<file path="src/design/bilge_pkg.sv">
// Purpose: Shared constants, types and helpers for the bilge setup menu and pump checker
// Assumes: 200 MHz system clock, switch addresses 2..9 mapped to channel indices 0..7
// Notes:   Function list follows

package bilge_pkg;

	localparam int unsigned CLK_HZ     = 200_000_000;
	localparam int unsigned HOLD_S     = 3;
	localparam int unsigned SETTLE_S   = 2;
	localparam int unsigned NCH        = 8;
	localparam int unsigned NAME_LEN   = 8;

	localparam logic [7:0] STEP_S      = 8'h05;
	localparam logic [7:0] STEP_MIN    = 8'h01;
	localparam logic [7:0] DEF_ON_S    = 8'h05;
	localparam logic [7:0] DEF_OFF_S   = 8'h05;
	localparam logic [5:0] DEF_RUN_SEC = 6'h00;
	localparam logic [7:0] DEF_RUN_MIN = 8'h01;
	localparam logic [7:0] MAX_DLY     = 8'hff;
	localparam logic [5:0] MAX_RUN_SEC = 6'h37;
	localparam logic [3:0] MIN_ADDR    = 4'h2;
	localparam logic [3:0] MAX_ADDR    = 4'h9;
	localparam logic [3:0] LAST_PRESET = 4'he;
	localparam logic [2:0] LAST_POS    = 3'h7;
	localparam logic [13:0] SEC_PER_MIN = 14'h003c;

	// Menu entries
	localparam logic [1:0] ITEM_PROG  = 2'h0;
	localparam logic [1:0] ITEM_SUB   = 2'h1;
	localparam logic [1:0] ITEM_ERASE = 2'h2;
	localparam logic [1:0] ITEM_EXIT  = 2'h3;
	// Sub-menu entries
	localparam logic [1:0] SUB_ON     = 2'h0;
	localparam logic [1:0] SUB_OFF    = 2'h1;
	localparam logic [1:0] SUB_RUN    = 2'h2;
	localparam logic [1:0] SUB_EXIT   = 2'h3;

	// APB map
	localparam logic [7:0] REG_STATUS = 8'h00;
	localparam logic [7:0] REG_CHSEL  = 8'h04;
	localparam logic [7:0] REG_CHCFG  = 8'h08;
	localparam logic [7:0] REG_PUMPS  = 8'h0c;

	typedef enum logic [3:0] {
		ST_MONITOR    = 4'h0,
		ST_MENU       = 4'h1,
		ST_SEL_CH     = 4'h3,
		ST_SEL_NAME   = 4'h2,
		ST_EDIT_NAME  = 4'h6,
		ST_ON_PROMPT  = 4'h7,
		ST_ON_EDIT    = 4'h5,
		ST_OFF_PROMPT = 4'h4,
		ST_OFF_EDIT   = 4'hc,
		ST_RUN_PROMPT = 4'hd,
		ST_RUN_SEC    = 4'hf,
		ST_RUN_MIN    = 4'he,
		ST_DONE       = 4'ha,
		ST_ERASE_SEL  = 4'hb,
		ST_ERASE_CONF = 4'h9,
		ST_SUB_MENU   = 4'h8
	} menu_e;

	typedef struct packed {
		logic                    mute;
		logic                    up;
		logic                    down;
		logic                    pump;
		logic                    dim_up;
		logic                    dim_down;
	} keys_s;

	typedef struct packed {
		logic                    valid;
		logic [7:0]              on_s;
		logic [7:0]              off_s;
		logic [5:0]              run_sec;
		logic [7:0]              run_min;
		logic [3:0]              preset;
		logic                    custom;
		logic [NAME_LEN*6-1:0]   text;
	} chan_s;

	function automatic logic [2:0] chan_idx(input logic [3:0] addr);
		logic [3:0] d;
		d = addr - MIN_ADDR;
		return d[2:0];
	endfunction

	function automatic logic [7:0] sat_up(input logic [7:0] v, input logic [7:0] step, input logic [7:0] max);
		return (v > max - step) ? max : v + step;
	endfunction

	function automatic logic [7:0] sat_dn(input logic [7:0] v, input logic [7:0] step);
		return (v < step) ? 8'h00 : v - step;
	endfunction

endpackage

</file>
<file path="src/design/bilge_setup.sv">
// Purpose: Setup menu, working channel storage and per-channel pump timing and checking
// Assumes: Keys, sensors, current sense and jumper are asynchronous pins
// Notes:   APB slave answers with zero wait states
`timescale 1ns/100ps
`default_nettype none

module bilge_setup
	import bilge_pkg::*;
#(
	parameter int unsigned SEC_CYCLES  = CLK_HZ,
	parameter int unsigned HOLD_CYCLES = HOLD_S * CLK_HZ
) (
	// Clock and reset
	input  wire logic             i_clock,
	input  wire logic             i_arst_n,
	// Operator keypad
	input  wire keys_s            i_keys,
	// Bilge I/O units
	input  wire logic [NCH-1:0]   i_sensor,
	input  wire logic [NCH-1:0]   i_current_ok,
	input  wire logic [NCH-1:0]   i_manual_pump,
	input  wire logic             i_sense_jumper,
	output logic      [NCH-1:0]   o_pump_on,
	output logic      [NCH-1:0]   o_pump_fault,
	output logic      [NCH-1:0]   o_run_alarm,
	output logic                  o_alarm,
	// Display and storage
	output logic                  o_program_mode,
	output menu_e                 o_menu_state,
	output logic      [1:0]       o_menu_item,
	output logic      [3:0]       o_cur_addr,
	output logic      [2:0]       o_edit_pos,
	output logic                  o_nvm_save,
	// APB slave
	input  wire logic             psel,
	input  wire logic             penable,
	input  wire logic             pwrite,
	input  wire logic [7:0]       paddr,
	input  wire logic [31:0]      pwdata,
	output logic      [31:0]      prdata,
	output logic                  pready,
	output logic                  pslverr
);

	// ----------------------------------------
	// Input synchronisers
	// ----------------------------------------
	localparam int unsigned NSYNC = 6 + 3 * NCH + 1;
	logic [NSYNC-1:0] sync1_q, sync2_q;
	keys_s            key_q, key_prev_q, press;
	logic [NCH-1:0]   sensor, cur_ok, manual;
	logic             jumper;

	always_ff @(posedge i_clock or negedge i_arst_n) begin
		if (!i_arst_n) begin
			sync1_q <= '0;
			sync2_q <= '0;
		end else begin
			sync1_q <= {i_keys, i_sensor, i_current_ok, i_manual_pump, i_sense_jumper};
			sync2_q <= sync1_q;
		end
	end

	assign {key_q, sensor, cur_ok, manual, jumper} = sync2_q;

	always_ff @(posedge i_clock or negedge i_arst_n) begin
		if (!i_arst_n) begin
			key_prev_q <= '0;
		end else begin
			key_prev_q <= key_q;
		end
	end

	assign press = key_q & ~key_prev_q;

	// ----------------------------------------
	// Timebase and program-mode hold
	// ----------------------------------------
	logic [31:0] div_q, hold_q;
	logic        sec_tick;
	logic        hold_done;

	assign sec_tick  = (div_q == 32'(SEC_CYCLES - 1));
	assign hold_done = (hold_q == 32'(HOLD_CYCLES - 1));

	always_ff @(posedge i_clock or negedge i_arst_n) begin
		if (!i_arst_n) begin
			div_q <= '0;
		end else begin
			div_q <= sec_tick ? '0 : div_q + 32'h1;
		end
	end

	// Any release restarts the hold, so it must be continuous
	always_ff @(posedge i_clock or negedge i_arst_n) begin
		if (!i_arst_n) begin
			hold_q <= '0;
		end else if (key_q.mute && key_q.up && !hold_done) begin
			hold_q <= hold_q + 32'h1;
		end else if (!(key_q.mute && key_q.up)) begin
			hold_q <= '0;
		end
	end

	// ----------------------------------------
	// Menu state machine and working storage
	// ----------------------------------------
	menu_e          state_q;
	logic [1:0]     item_q, sub_item_q;
	logic           sub_q;
	logic [3:0]     addr_q;
	logic [2:0]     pos_q;
	logic           save_q;
	chan_s          cfg_q [NCH];
	logic [2:0]     ci;
	logic [5:0]     char_lsb;

	assign ci       = chan_idx(addr_q);
	assign char_lsb = 6'(pos_q) * 6'h06;

	always_ff @(posedge i_clock or negedge i_arst_n) begin
		if (!i_arst_n) begin
			state_q    <= ST_MONITOR;
			item_q     <= ITEM_PROG;
			sub_item_q <= SUB_ON;
			sub_q      <= 1'b0;
			addr_q     <= MIN_ADDR;
			pos_q      <= '0;
			save_q     <= 1'b0;
			for (int i = 0; i < NCH; i++) begin
				cfg_q[i] <= '0;
			end
		end else begin
			save_q <= 1'b0;
			unique case (state_q)
			ST_MONITOR: begin
				if (hold_done) begin
					state_q <= ST_MENU;
					item_q  <= ITEM_PROG;
				end
			end
			ST_MENU: begin
				if (press.down) begin
					item_q <= item_q + 2'h1;
				end else if (press.up) begin
					item_q <= item_q - 2'h1;
				end else if (press.mute) begin
					unique case (item_q)
					ITEM_PROG:  begin state_q <= ST_SEL_CH; sub_q <= 1'b0; end
					ITEM_SUB:   begin state_q <= ST_SEL_CH; sub_q <= 1'b1; end
					ITEM_ERASE: state_q <= ST_ERASE_SEL;
					ITEM_EXIT:  begin state_q <= ST_MONITOR; save_q <= 1'b1; end
					endcase
				end
			end
			ST_SEL_CH, ST_ERASE_SEL: begin
				// Address stays within the 2..9 switch range
				if (press.up && addr_q != MAX_ADDR) begin
					addr_q <= addr_q + 4'h1;
				end else if (press.down && addr_q != MIN_ADDR) begin
					addr_q <= addr_q - 4'h1;
				end else if (press.mute) begin
					if (state_q == ST_ERASE_SEL) begin
						state_q <= ST_ERASE_CONF;
					end else if (sub_q) begin
						state_q    <= ST_SUB_MENU;
						sub_item_q <= SUB_ON;
					end else begin
						state_q <= ST_SEL_NAME;
					end
				end
			end
			ST_SEL_NAME: begin
				if (press.up) begin
					cfg_q[ci].preset <= (cfg_q[ci].preset == LAST_PRESET) ? 4'h0 : cfg_q[ci].preset + 4'h1;
					cfg_q[ci].custom <= 1'b0;
				end else if (press.down) begin
					cfg_q[ci].preset <= (cfg_q[ci].preset == 4'h0) ? LAST_PRESET : cfg_q[ci].preset - 4'h1;
					cfg_q[ci].custom <= 1'b0;
				end else if (press.mute) begin
					state_q <= ST_ON_PROMPT;
				end else if (press.pump) begin
					state_q          <= ST_EDIT_NAME;
					cfg_q[ci].custom <= 1'b1;
					pos_q            <= '0;
				end
			end
			ST_EDIT_NAME: begin
				if (press.dim_up && pos_q != LAST_POS) begin
					pos_q <= pos_q + 3'h1;
				end else if (press.dim_down && pos_q != 3'h0) begin
					pos_q <= pos_q - 3'h1;
				end else if (press.up) begin
					cfg_q[ci].text[char_lsb +: 6] <= cfg_q[ci].text[char_lsb +: 6] + 6'h01;
				end else if (press.down) begin
					cfg_q[ci].text[char_lsb +: 6] <= cfg_q[ci].text[char_lsb +: 6] - 6'h01;
				end else if (press.mute) begin
					state_q <= ST_ON_PROMPT;
				end
			end
			ST_ON_PROMPT, ST_OFF_PROMPT, ST_RUN_PROMPT: begin
				if (press.up || press.down) begin
					cfg_q[ci].on_s    <= DEF_ON_S;
					cfg_q[ci].off_s   <= DEF_OFF_S;
					cfg_q[ci].run_sec <= DEF_RUN_SEC;
					cfg_q[ci].run_min <= DEF_RUN_MIN;
					cfg_q[ci].valid   <= 1'b1;
					state_q           <= sub_q ? ST_SUB_MENU : ST_DONE;
				end else if (press.mute) begin
					unique case (state_q)
					ST_ON_PROMPT:  state_q <= ST_ON_EDIT;
					ST_OFF_PROMPT: state_q <= ST_OFF_EDIT;
					default:       state_q <= ST_RUN_SEC;
					endcase
				end
			end
			ST_ON_EDIT: begin
				if (press.up) begin
					cfg_q[ci].on_s <= sat_up(cfg_q[ci].on_s, STEP_S, MAX_DLY);
				end else if (press.down) begin
					cfg_q[ci].on_s <= sat_dn(cfg_q[ci].on_s, STEP_S);
				end else if (press.mute) begin
					state_q <= sub_q ? ST_SUB_MENU : ST_OFF_PROMPT;
				end
			end
			ST_OFF_EDIT: begin
				if (press.up) begin
					cfg_q[ci].off_s <= sat_up(cfg_q[ci].off_s, STEP_S, MAX_DLY);
				end else if (press.down) begin
					cfg_q[ci].off_s <= sat_dn(cfg_q[ci].off_s, STEP_S);
				end else if (press.mute) begin
					state_q <= sub_q ? ST_SUB_MENU : ST_RUN_PROMPT;
				end
			end
			ST_RUN_SEC: begin
				if (press.up) begin
					cfg_q[ci].run_sec <= 6'(sat_up({2'h0, cfg_q[ci].run_sec}, STEP_S, {2'h0, MAX_RUN_SEC}));
				end else if (press.down) begin
					cfg_q[ci].run_sec <= 6'(sat_dn({2'h0, cfg_q[ci].run_sec}, STEP_S));
				end else if (press.mute) begin
					state_q <= ST_RUN_MIN;
				end
			end
			ST_RUN_MIN: begin
				if (press.up) begin
					cfg_q[ci].run_min <= sat_up(cfg_q[ci].run_min, STEP_MIN, MAX_DLY);
				end else if (press.down) begin
					cfg_q[ci].run_min <= sat_dn(cfg_q[ci].run_min, STEP_MIN);
				end else if (press.mute) begin
					cfg_q[ci].valid <= 1'b1;
					state_q         <= sub_q ? ST_SUB_MENU : ST_DONE;
				end
			end
			ST_DONE: begin
				if (press.up) begin
					state_q <= ST_MENU;
				end else if (press.down) begin
					state_q <= ST_MONITOR;
					save_q  <= 1'b1;
				end
			end
			ST_ERASE_CONF: begin
				if (press.down) begin
					cfg_q[ci] <= '0;
					state_q   <= ST_MENU;
				end else if (press.up) begin
					state_q <= ST_MENU;
				end
			end
			ST_SUB_MENU: begin
				if (press.down) begin
					sub_item_q <= sub_item_q + 2'h1;
				end else if (press.up) begin
					sub_item_q <= sub_item_q - 2'h1;
				end else if (press.mute) begin
					unique case (sub_item_q)
					SUB_ON:   state_q <= ST_ON_PROMPT;
					SUB_OFF:  state_q <= ST_OFF_PROMPT;
					SUB_RUN:  state_q <= ST_RUN_PROMPT;
					SUB_EXIT: state_q <= ST_MENU;
					endcase
				end
			end
			endcase
		end
	end

	// ----------------------------------------
	// Per-channel pump timing and checking
	// ----------------------------------------
	logic            chk_en;
	logic [NCH-1:0]  pump_q, fault_q, run_alm_q, new_event;

	assign chk_en = !jumper;

	genvar g;
	generate
		for (g = 0; g < NCH; g++) begin : g_chan
			logic [8:0]  on_cnt_q, off_cnt_q;
			logic [13:0] run_cnt_q, run_lim;
			logic [1:0]  settle_q;
			logic        cmd;

			assign run_lim = 14'(cfg_q[g].run_min * SEC_PER_MIN) + 14'(cfg_q[g].run_sec);
			assign cmd     = pump_q[g] || manual[g];

			// Sensor counts are per second and restart on any change of level
			// Strictly past the delay: the first tick may come at once
			always_ff @(posedge i_clock or negedge i_arst_n) begin
				if (!i_arst_n) begin
					pump_q[g] <= 1'b0;
					on_cnt_q  <= '0;
					off_cnt_q <= '0;
				end else if (!cfg_q[g].valid) begin
					pump_q[g] <= 1'b0;
					on_cnt_q  <= '0;
					off_cnt_q <= '0;
				end else if (sensor[g]) begin
					off_cnt_q <= '0;
					if (on_cnt_q > {1'b0, cfg_q[g].on_s}) begin
						pump_q[g] <= 1'b1;
					end else if (sec_tick) begin
						on_cnt_q <= on_cnt_q + 9'h1;
					end
				end else begin
					on_cnt_q <= '0;
					if (off_cnt_q > {1'b0, cfg_q[g].off_s}) begin
						pump_q[g] <= 1'b0;
					end else if (sec_tick) begin
						off_cnt_q <= off_cnt_q + 9'h1;
					end
				end
			end

			always_ff @(posedge i_clock or negedge i_arst_n) begin
				if (!i_arst_n) begin
					run_cnt_q    <= '0;
					run_alm_q[g] <= 1'b0;
				end else if (!cmd || !cfg_q[g].valid) begin
					run_cnt_q    <= '0;
					run_alm_q[g] <= 1'b0;
				end else if (run_cnt_q > run_lim) begin
					run_alm_q[g] <= 1'b1;
				end else if (sec_tick) begin
					run_cnt_q <= run_cnt_q + 14'h1;
				end
			end

			// Current needs a moment to build after switch-on
			always_ff @(posedge i_clock or negedge i_arst_n) begin
				if (!i_arst_n) begin
					settle_q   <= '0;
					fault_q[g] <= 1'b0;
				end else if (!cmd || !chk_en) begin
					settle_q   <= '0;
					fault_q[g] <= 1'b0;
				end else if (settle_q != 2'(SETTLE_S)) begin
					settle_q <= sec_tick ? settle_q + 2'h1 : settle_q;
				end else if (!cur_ok[g]) begin
					fault_q[g] <= 1'b1;
				end
			end

			assign new_event[g] = (fault_q[g] && !o_pump_fault[g]) || (run_alm_q[g] && !o_run_alarm[g]);
		end
	endgenerate

	// ----------------------------------------
	// Audible alarm
	// ----------------------------------------
	always_ff @(posedge i_clock or negedge i_arst_n) begin
		if (!i_arst_n) begin
			o_alarm <= 1'b0;
		end else if (|new_event) begin
			o_alarm <= 1'b1;
		end else if (press.mute) begin
			o_alarm <= 1'b0;
		end
	end

	// ----------------------------------------
	// Registered outputs
	// ----------------------------------------
	always_ff @(posedge i_clock or negedge i_arst_n) begin
		if (!i_arst_n) begin
			o_pump_on      <= '0;
			o_pump_fault   <= '0;
			o_run_alarm    <= '0;
			o_program_mode <= 1'b0;
			o_menu_state   <= ST_MONITOR;
			o_menu_item    <= '0;
			o_cur_addr     <= MIN_ADDR;
			o_edit_pos     <= '0;
			o_nvm_save     <= 1'b0;
		end else begin
			o_pump_on      <= pump_q | manual;
			o_pump_fault   <= fault_q;
			o_run_alarm    <= run_alm_q;
			o_program_mode <= (state_q != ST_MONITOR);
			o_menu_state   <= state_q;
			o_menu_item    <= (state_q == ST_SUB_MENU) ? sub_item_q : item_q;
			o_cur_addr     <= addr_q;
			o_edit_pos     <= pos_q;
			o_nvm_save     <= save_q;
		end
	end

	// ----------------------------------------
	// APB register file
	// ----------------------------------------
	logic [2:0] chsel_q;
	logic       hit;
	chan_s      rc;
	logic [5:0] cur_char;

	assign rc       = cfg_q[chsel_q];
	assign cur_char = cfg_q[ci].text[char_lsb +: 6];
	assign hit     = paddr == REG_STATUS || paddr == REG_CHSEL || paddr == REG_CHCFG || paddr == REG_PUMPS;
	assign pready  = 1'b1;
	assign pslverr = psel && penable && !hit;

	always_ff @(posedge i_clock or negedge i_arst_n) begin
		if (!i_arst_n) begin
			chsel_q <= '0;
		end else if (psel && penable && pwrite && paddr == REG_CHSEL) begin
			chsel_q <= pwdata[2:0];
		end
	end

	// Read data captured in the setup cycle, so the access phase needs no wait
	always_ff @(posedge i_clock or negedge i_arst_n) begin
		if (!i_arst_n) begin
			prdata <= '0;
		end else if (psel && !penable) begin
			unique case (paddr)
			REG_STATUS: prdata <= {14'h0, cur_char, rc.custom, rc.preset, chk_en, o_alarm, o_program_mode, state_q};
			REG_CHSEL:  prdata <= {29'h0, chsel_q};
			REG_CHCFG:  prdata <= {rc.run_min, rc.valid, 1'b0, rc.run_sec, rc.off_s, rc.on_s};
			REG_PUMPS:  prdata <= {8'h0, run_alm_q, fault_q, pump_q};
			default:    prdata <= '0;
			endcase
		end
	end

endmodule

`default_nettype wire
</file>
<file path="config.mk">
export PLATFORM = sky130hd
export DESIGN_NAME = bilge_setup
export DESIGN_NICKNAME = d
export VERILOG_FILES = /design/src/design/bilge_pkg.sv /design/src/design/bilge_setup.sv
export SDC_FILE = /design/constraint.sdc
export NUM_CORES = 2
export LEC_CHECK = 0
export BUFFER_PORTS_ARGS = -buffer_cell sky130_fd_sc_hd__buf_2
export CAP_MARGIN = 15
export CORE_ASPECT_RATIO = 0.9
export CORE_UTILIZATION = 50
export CTS_BUF_LIST = sky130_fd_sc_hd__clkbuf_4 sky130_fd_sc_hd__clkbuf_8 sky130_fd_sc_hd__clkbuf_16
export DETAILED_ROUTE_END_ITERATION = 16
export GPL_TIMING_DRIVEN = 1
export PLACE_DENSITY_LB_ADDON = 0.2
export SETUP_SLACK_MARGIN = 0.05
export SLEW_MARGIN = 40
export SYNTH_ARGS = -nofsm -noshare
export SYNTH_HDL_FRONTEND = slang
export SYNTH_SLANG_ARGS = --single-unit
</file>
<file path="constraint.sdc">
create_clock -name i_clock -period 6.7 [get_ports i_clock]
set_input_delay 1.34 -clock i_clock [delete_from_list [all_inputs] [get_ports i_clock]]
set_output_delay 1.34 -clock i_clock [all_outputs]
set_load 0.01 [all_outputs]
</file>
==> reports/qor.csv <==
stage;metric;value;unit
min_path;worstHoldPathType;reg -> reg;
setup_path;critPathKind;reg -> reg;
setup_path;crit_cells;13;
clock_network;cts_sinks;1192;
timing;rsz0062_at_grt;false;
global_routing;grt_pass1_vias;64200;
timing;slew_violations;0;
drt;drcViolationCount;0;
layout;fin_nets;8907;
yosys;synth_top_area_share;0.380;
global_routing;grt_pass1_wl;394000;um
die;initial_core_util;0.505;
yosys;async_flop_share;1.00;
setup_path;worst_path_most_repeated_cell;o21ai_0;
min_path;holdPathStages;0;
timing;max-slew-margin-rel;0.363;
setup_path;cp.required;7320;ps
timing;fin_crit;6130;ps
drt;drt_iter0_drc;7625;
yosys;ys_seq_area_frac;0.381;
clock_network;postCtsSetupRepairBufs;0;
timing;setup_tns;0;ps
timing;clock_skew;34.9;ps
setup_path;arrival;6760;ps
global_routing;grt_overflow;0;
drt;drt_wl_total;258000;um
layout;instances_no_fill;10400;
yosys;syn_avg_cell_area;9.55;um^2
power_and_ir_drop;power_leakage;36.4;nW
global_routing;track_usage;0.325;
timing;finalHoldViolCount;0;
placed_design;dpl.hpwl;185000;um
yosys;ys_warn_count;0;
die;die_w;419;um
die;die_h;377;um
yosys;synthTopCellsByCount;1190 x dfrtp_1, 1136 x nand2_1, 666 x o21ai_0;
clock_network;cts_buffers;138;
clock_network;clkLatencyLatePin;800;ps
drt;num_vias;66400;
drt;viasPerCell;6.36;
job;cap_violations;0;
setup_path;crit_buf_inv;2;
global_routing;antenna_found_initial;9;
status;status;completed;
clock_network;clock_path_buffers;3;
clock_network;clk_pin_slew;60;ps
power_and_ir_drop;pwr_density_cell;179;nW/um^2
drt;wl_per_cell;24.7;um
timing;setup_viol;0;
setup_path;worstSetupStartpointType;register;
setup_path;cp_top_family;compound AO/OA/AOI/OAI gates;
yosys;yosysMostFrequentCell;dfrtp_1;
yosys;synth.area.top_cells;dfrtp_1 38%, ha_1 7.5%, mux4_2 6.1%;
setup_path;rr_worst_depth;13;
timing;worst_pin_slew;956;ps
timing;fmax;0.163;GHz
die;core_area;155000;um^2
setup_path;max_stage_delay;820;ps
clock_network;postCtsHoldBufs;0;
die;ioPinCount;150;
timing;min_period_over_period;0.916;
clock_network;cts_resized;0;
yosys;syn-instance-count;8196;
yosys;synthDistinctLibCells;105;
clock_network;htree_levels;4;
layout;area_growth;10.3;%
clock_network;cts-root-buf;clkbuf_16;
layout;layout-drive-gt1-share;0.111;
yosys;synthesis.nets;8854;
die;die_area;158000;um^2
yosys;synth_seq_cells;1192;
yosys;synth_area;78300;um^2
placed_design;port_buffers;119;
setup_path;end_kind;register;
layout;fin_util;0.556;
yosys;synth_edf_count;0;
layout;fin_area;86300;um^2
yosys;ys.flop_type;dfrtp_1;
setup_path;cp_cell_sequence;inv_1, ha_2, buf_4, nor2b_1, a22o_1, o21ai_0, a31oi_1, nor3_1, o21ai_0, nand2_1, o221ai_4, a311oi_4, o31ai_2;
drt;detail-route-antenna-nets;0;
placed_design;dpl-instance-area;81500;um^2
die;rows;137;
setup_path;crit_fanout;12;
global_routing;grt_max_degree;153;
drt;drtPass1Iterations;6;
setup_path;critPathSlowestCell;nor3_1;
yosys;synth_top_area_cell;dfrtp_1;
placed_design;dp_cells;10200;
placed_design;place_congestion;1.02;
power_and_ir_drop;power.ir.vdd_worst;0.224;mV
clock_network;cts_tree;done;
## stage by stage
| stage | power [mW] | setup slack [ps] | hold slack (ps) |
|---|---|---|---|
| finish | 15.4 | 565 | 347 |
| detailed placement | 7.67 | 628 | 336 |
| global route | 15.8 | 128 | 359 |
| global placement | 7.66 | 688 | 333 |
| CTS | 15.5 | 619 | 349 |
| floorplan | 7.44 | 1070 | 331 |
## cell type report
cell class	instances	area, um^2
Tap cell	2085	2610
Fill cell	13600	68800
Sequential cell	1192	29800
Inverter	553	2080
Clock inverter	52	574
Multi-Input combinational cell	6057	44800
Timing Repair Buffer	307	2350
Clock buffer	193	4090
Antenna cell	1	2.50
## per-layer routing
| metal | track usage | share of wire | wire [um] | up-vias |
|---|---|---|---|---|
| met5 | 0 | 0.00028 | 72 | - |
| met2 | 0.488 | 0.44 | 112000 | 3205 |
| met1 | 0.456 | 0.42 | 108000 | 32900 |
| met3 | 0.0695 | 0.098 | 25300 | 605 |
| met4 | 0.137 | 0.047 | 12200 | 6 |
| li1 | - | - | - | 29700 |
## logic make-up after synthesis
group | synth area share
buffers and inverters | 0.0501
and+or+nand+nor | 0.163
other | 0.0000479
AOI/OAI and AO/OA | 0.171
xor gates and xnor gates | 0.0304
DFF | 0.381
muxes | 0.101
adders and majority gates | 0.104
## cells in the final DEF, fill, tap and decap left out, types with 27 or more instances in the layout
master	n
nand2b_1	180
buf_4	162
fa_1	115
ha_1	466
mux2i_1	260
a21o_1	154
nor3_1	109
a22o_1	141
nor2b_1	80
mux4_2	213
nand4_1	200
clkbuf_4	27
dfrtp_1	1185
buf_2	118
clkbuf_16	142
o211ai_1	39
xor2_1	84
a22oi_1	50
xnor2_1	163
a211oi_1	30
nor4_1	102
nand3_1	200
or4_1	34
o21a_1	134
a21oi_1	283
inv_1	549
nand2_1	1129
o22ai_1	53
o21ai_1	45
and3_1	53
a32o_1	35
o31ai_1	114
a32oi_1	28
or2_2	28
and2_1	51
o21ai_0	656
nor2_1	391
## power by group
part,total (mW),internal (mW),switching (mW)
Clock,7.87,4.62,3.25
Combinational,0.296,0.0583,0.238
Sequential,7.25,7.22,0.0221
Total,15.4,11.9,3.51
## path summary, 6_finish.rpt
check / from / endpoint / slack (ps)
worst max-delay path: addr_q[1] / register / 570
worst min-delay path: sync1_q[18] / sync2_q[18] / 350
worst max register to register: addr_q[1] / register / 570
worst min register to register: sync1_q[18] / sync2_q[18] / 350
max in group asynchronous: i_arst_n / g_chan[3].on_cnt_q[3] / 4520
min in group asynchronous: i_arst_n / g_chan[5].run_cnt_q[7] / 410
Power figures use the tool's default switching activity.
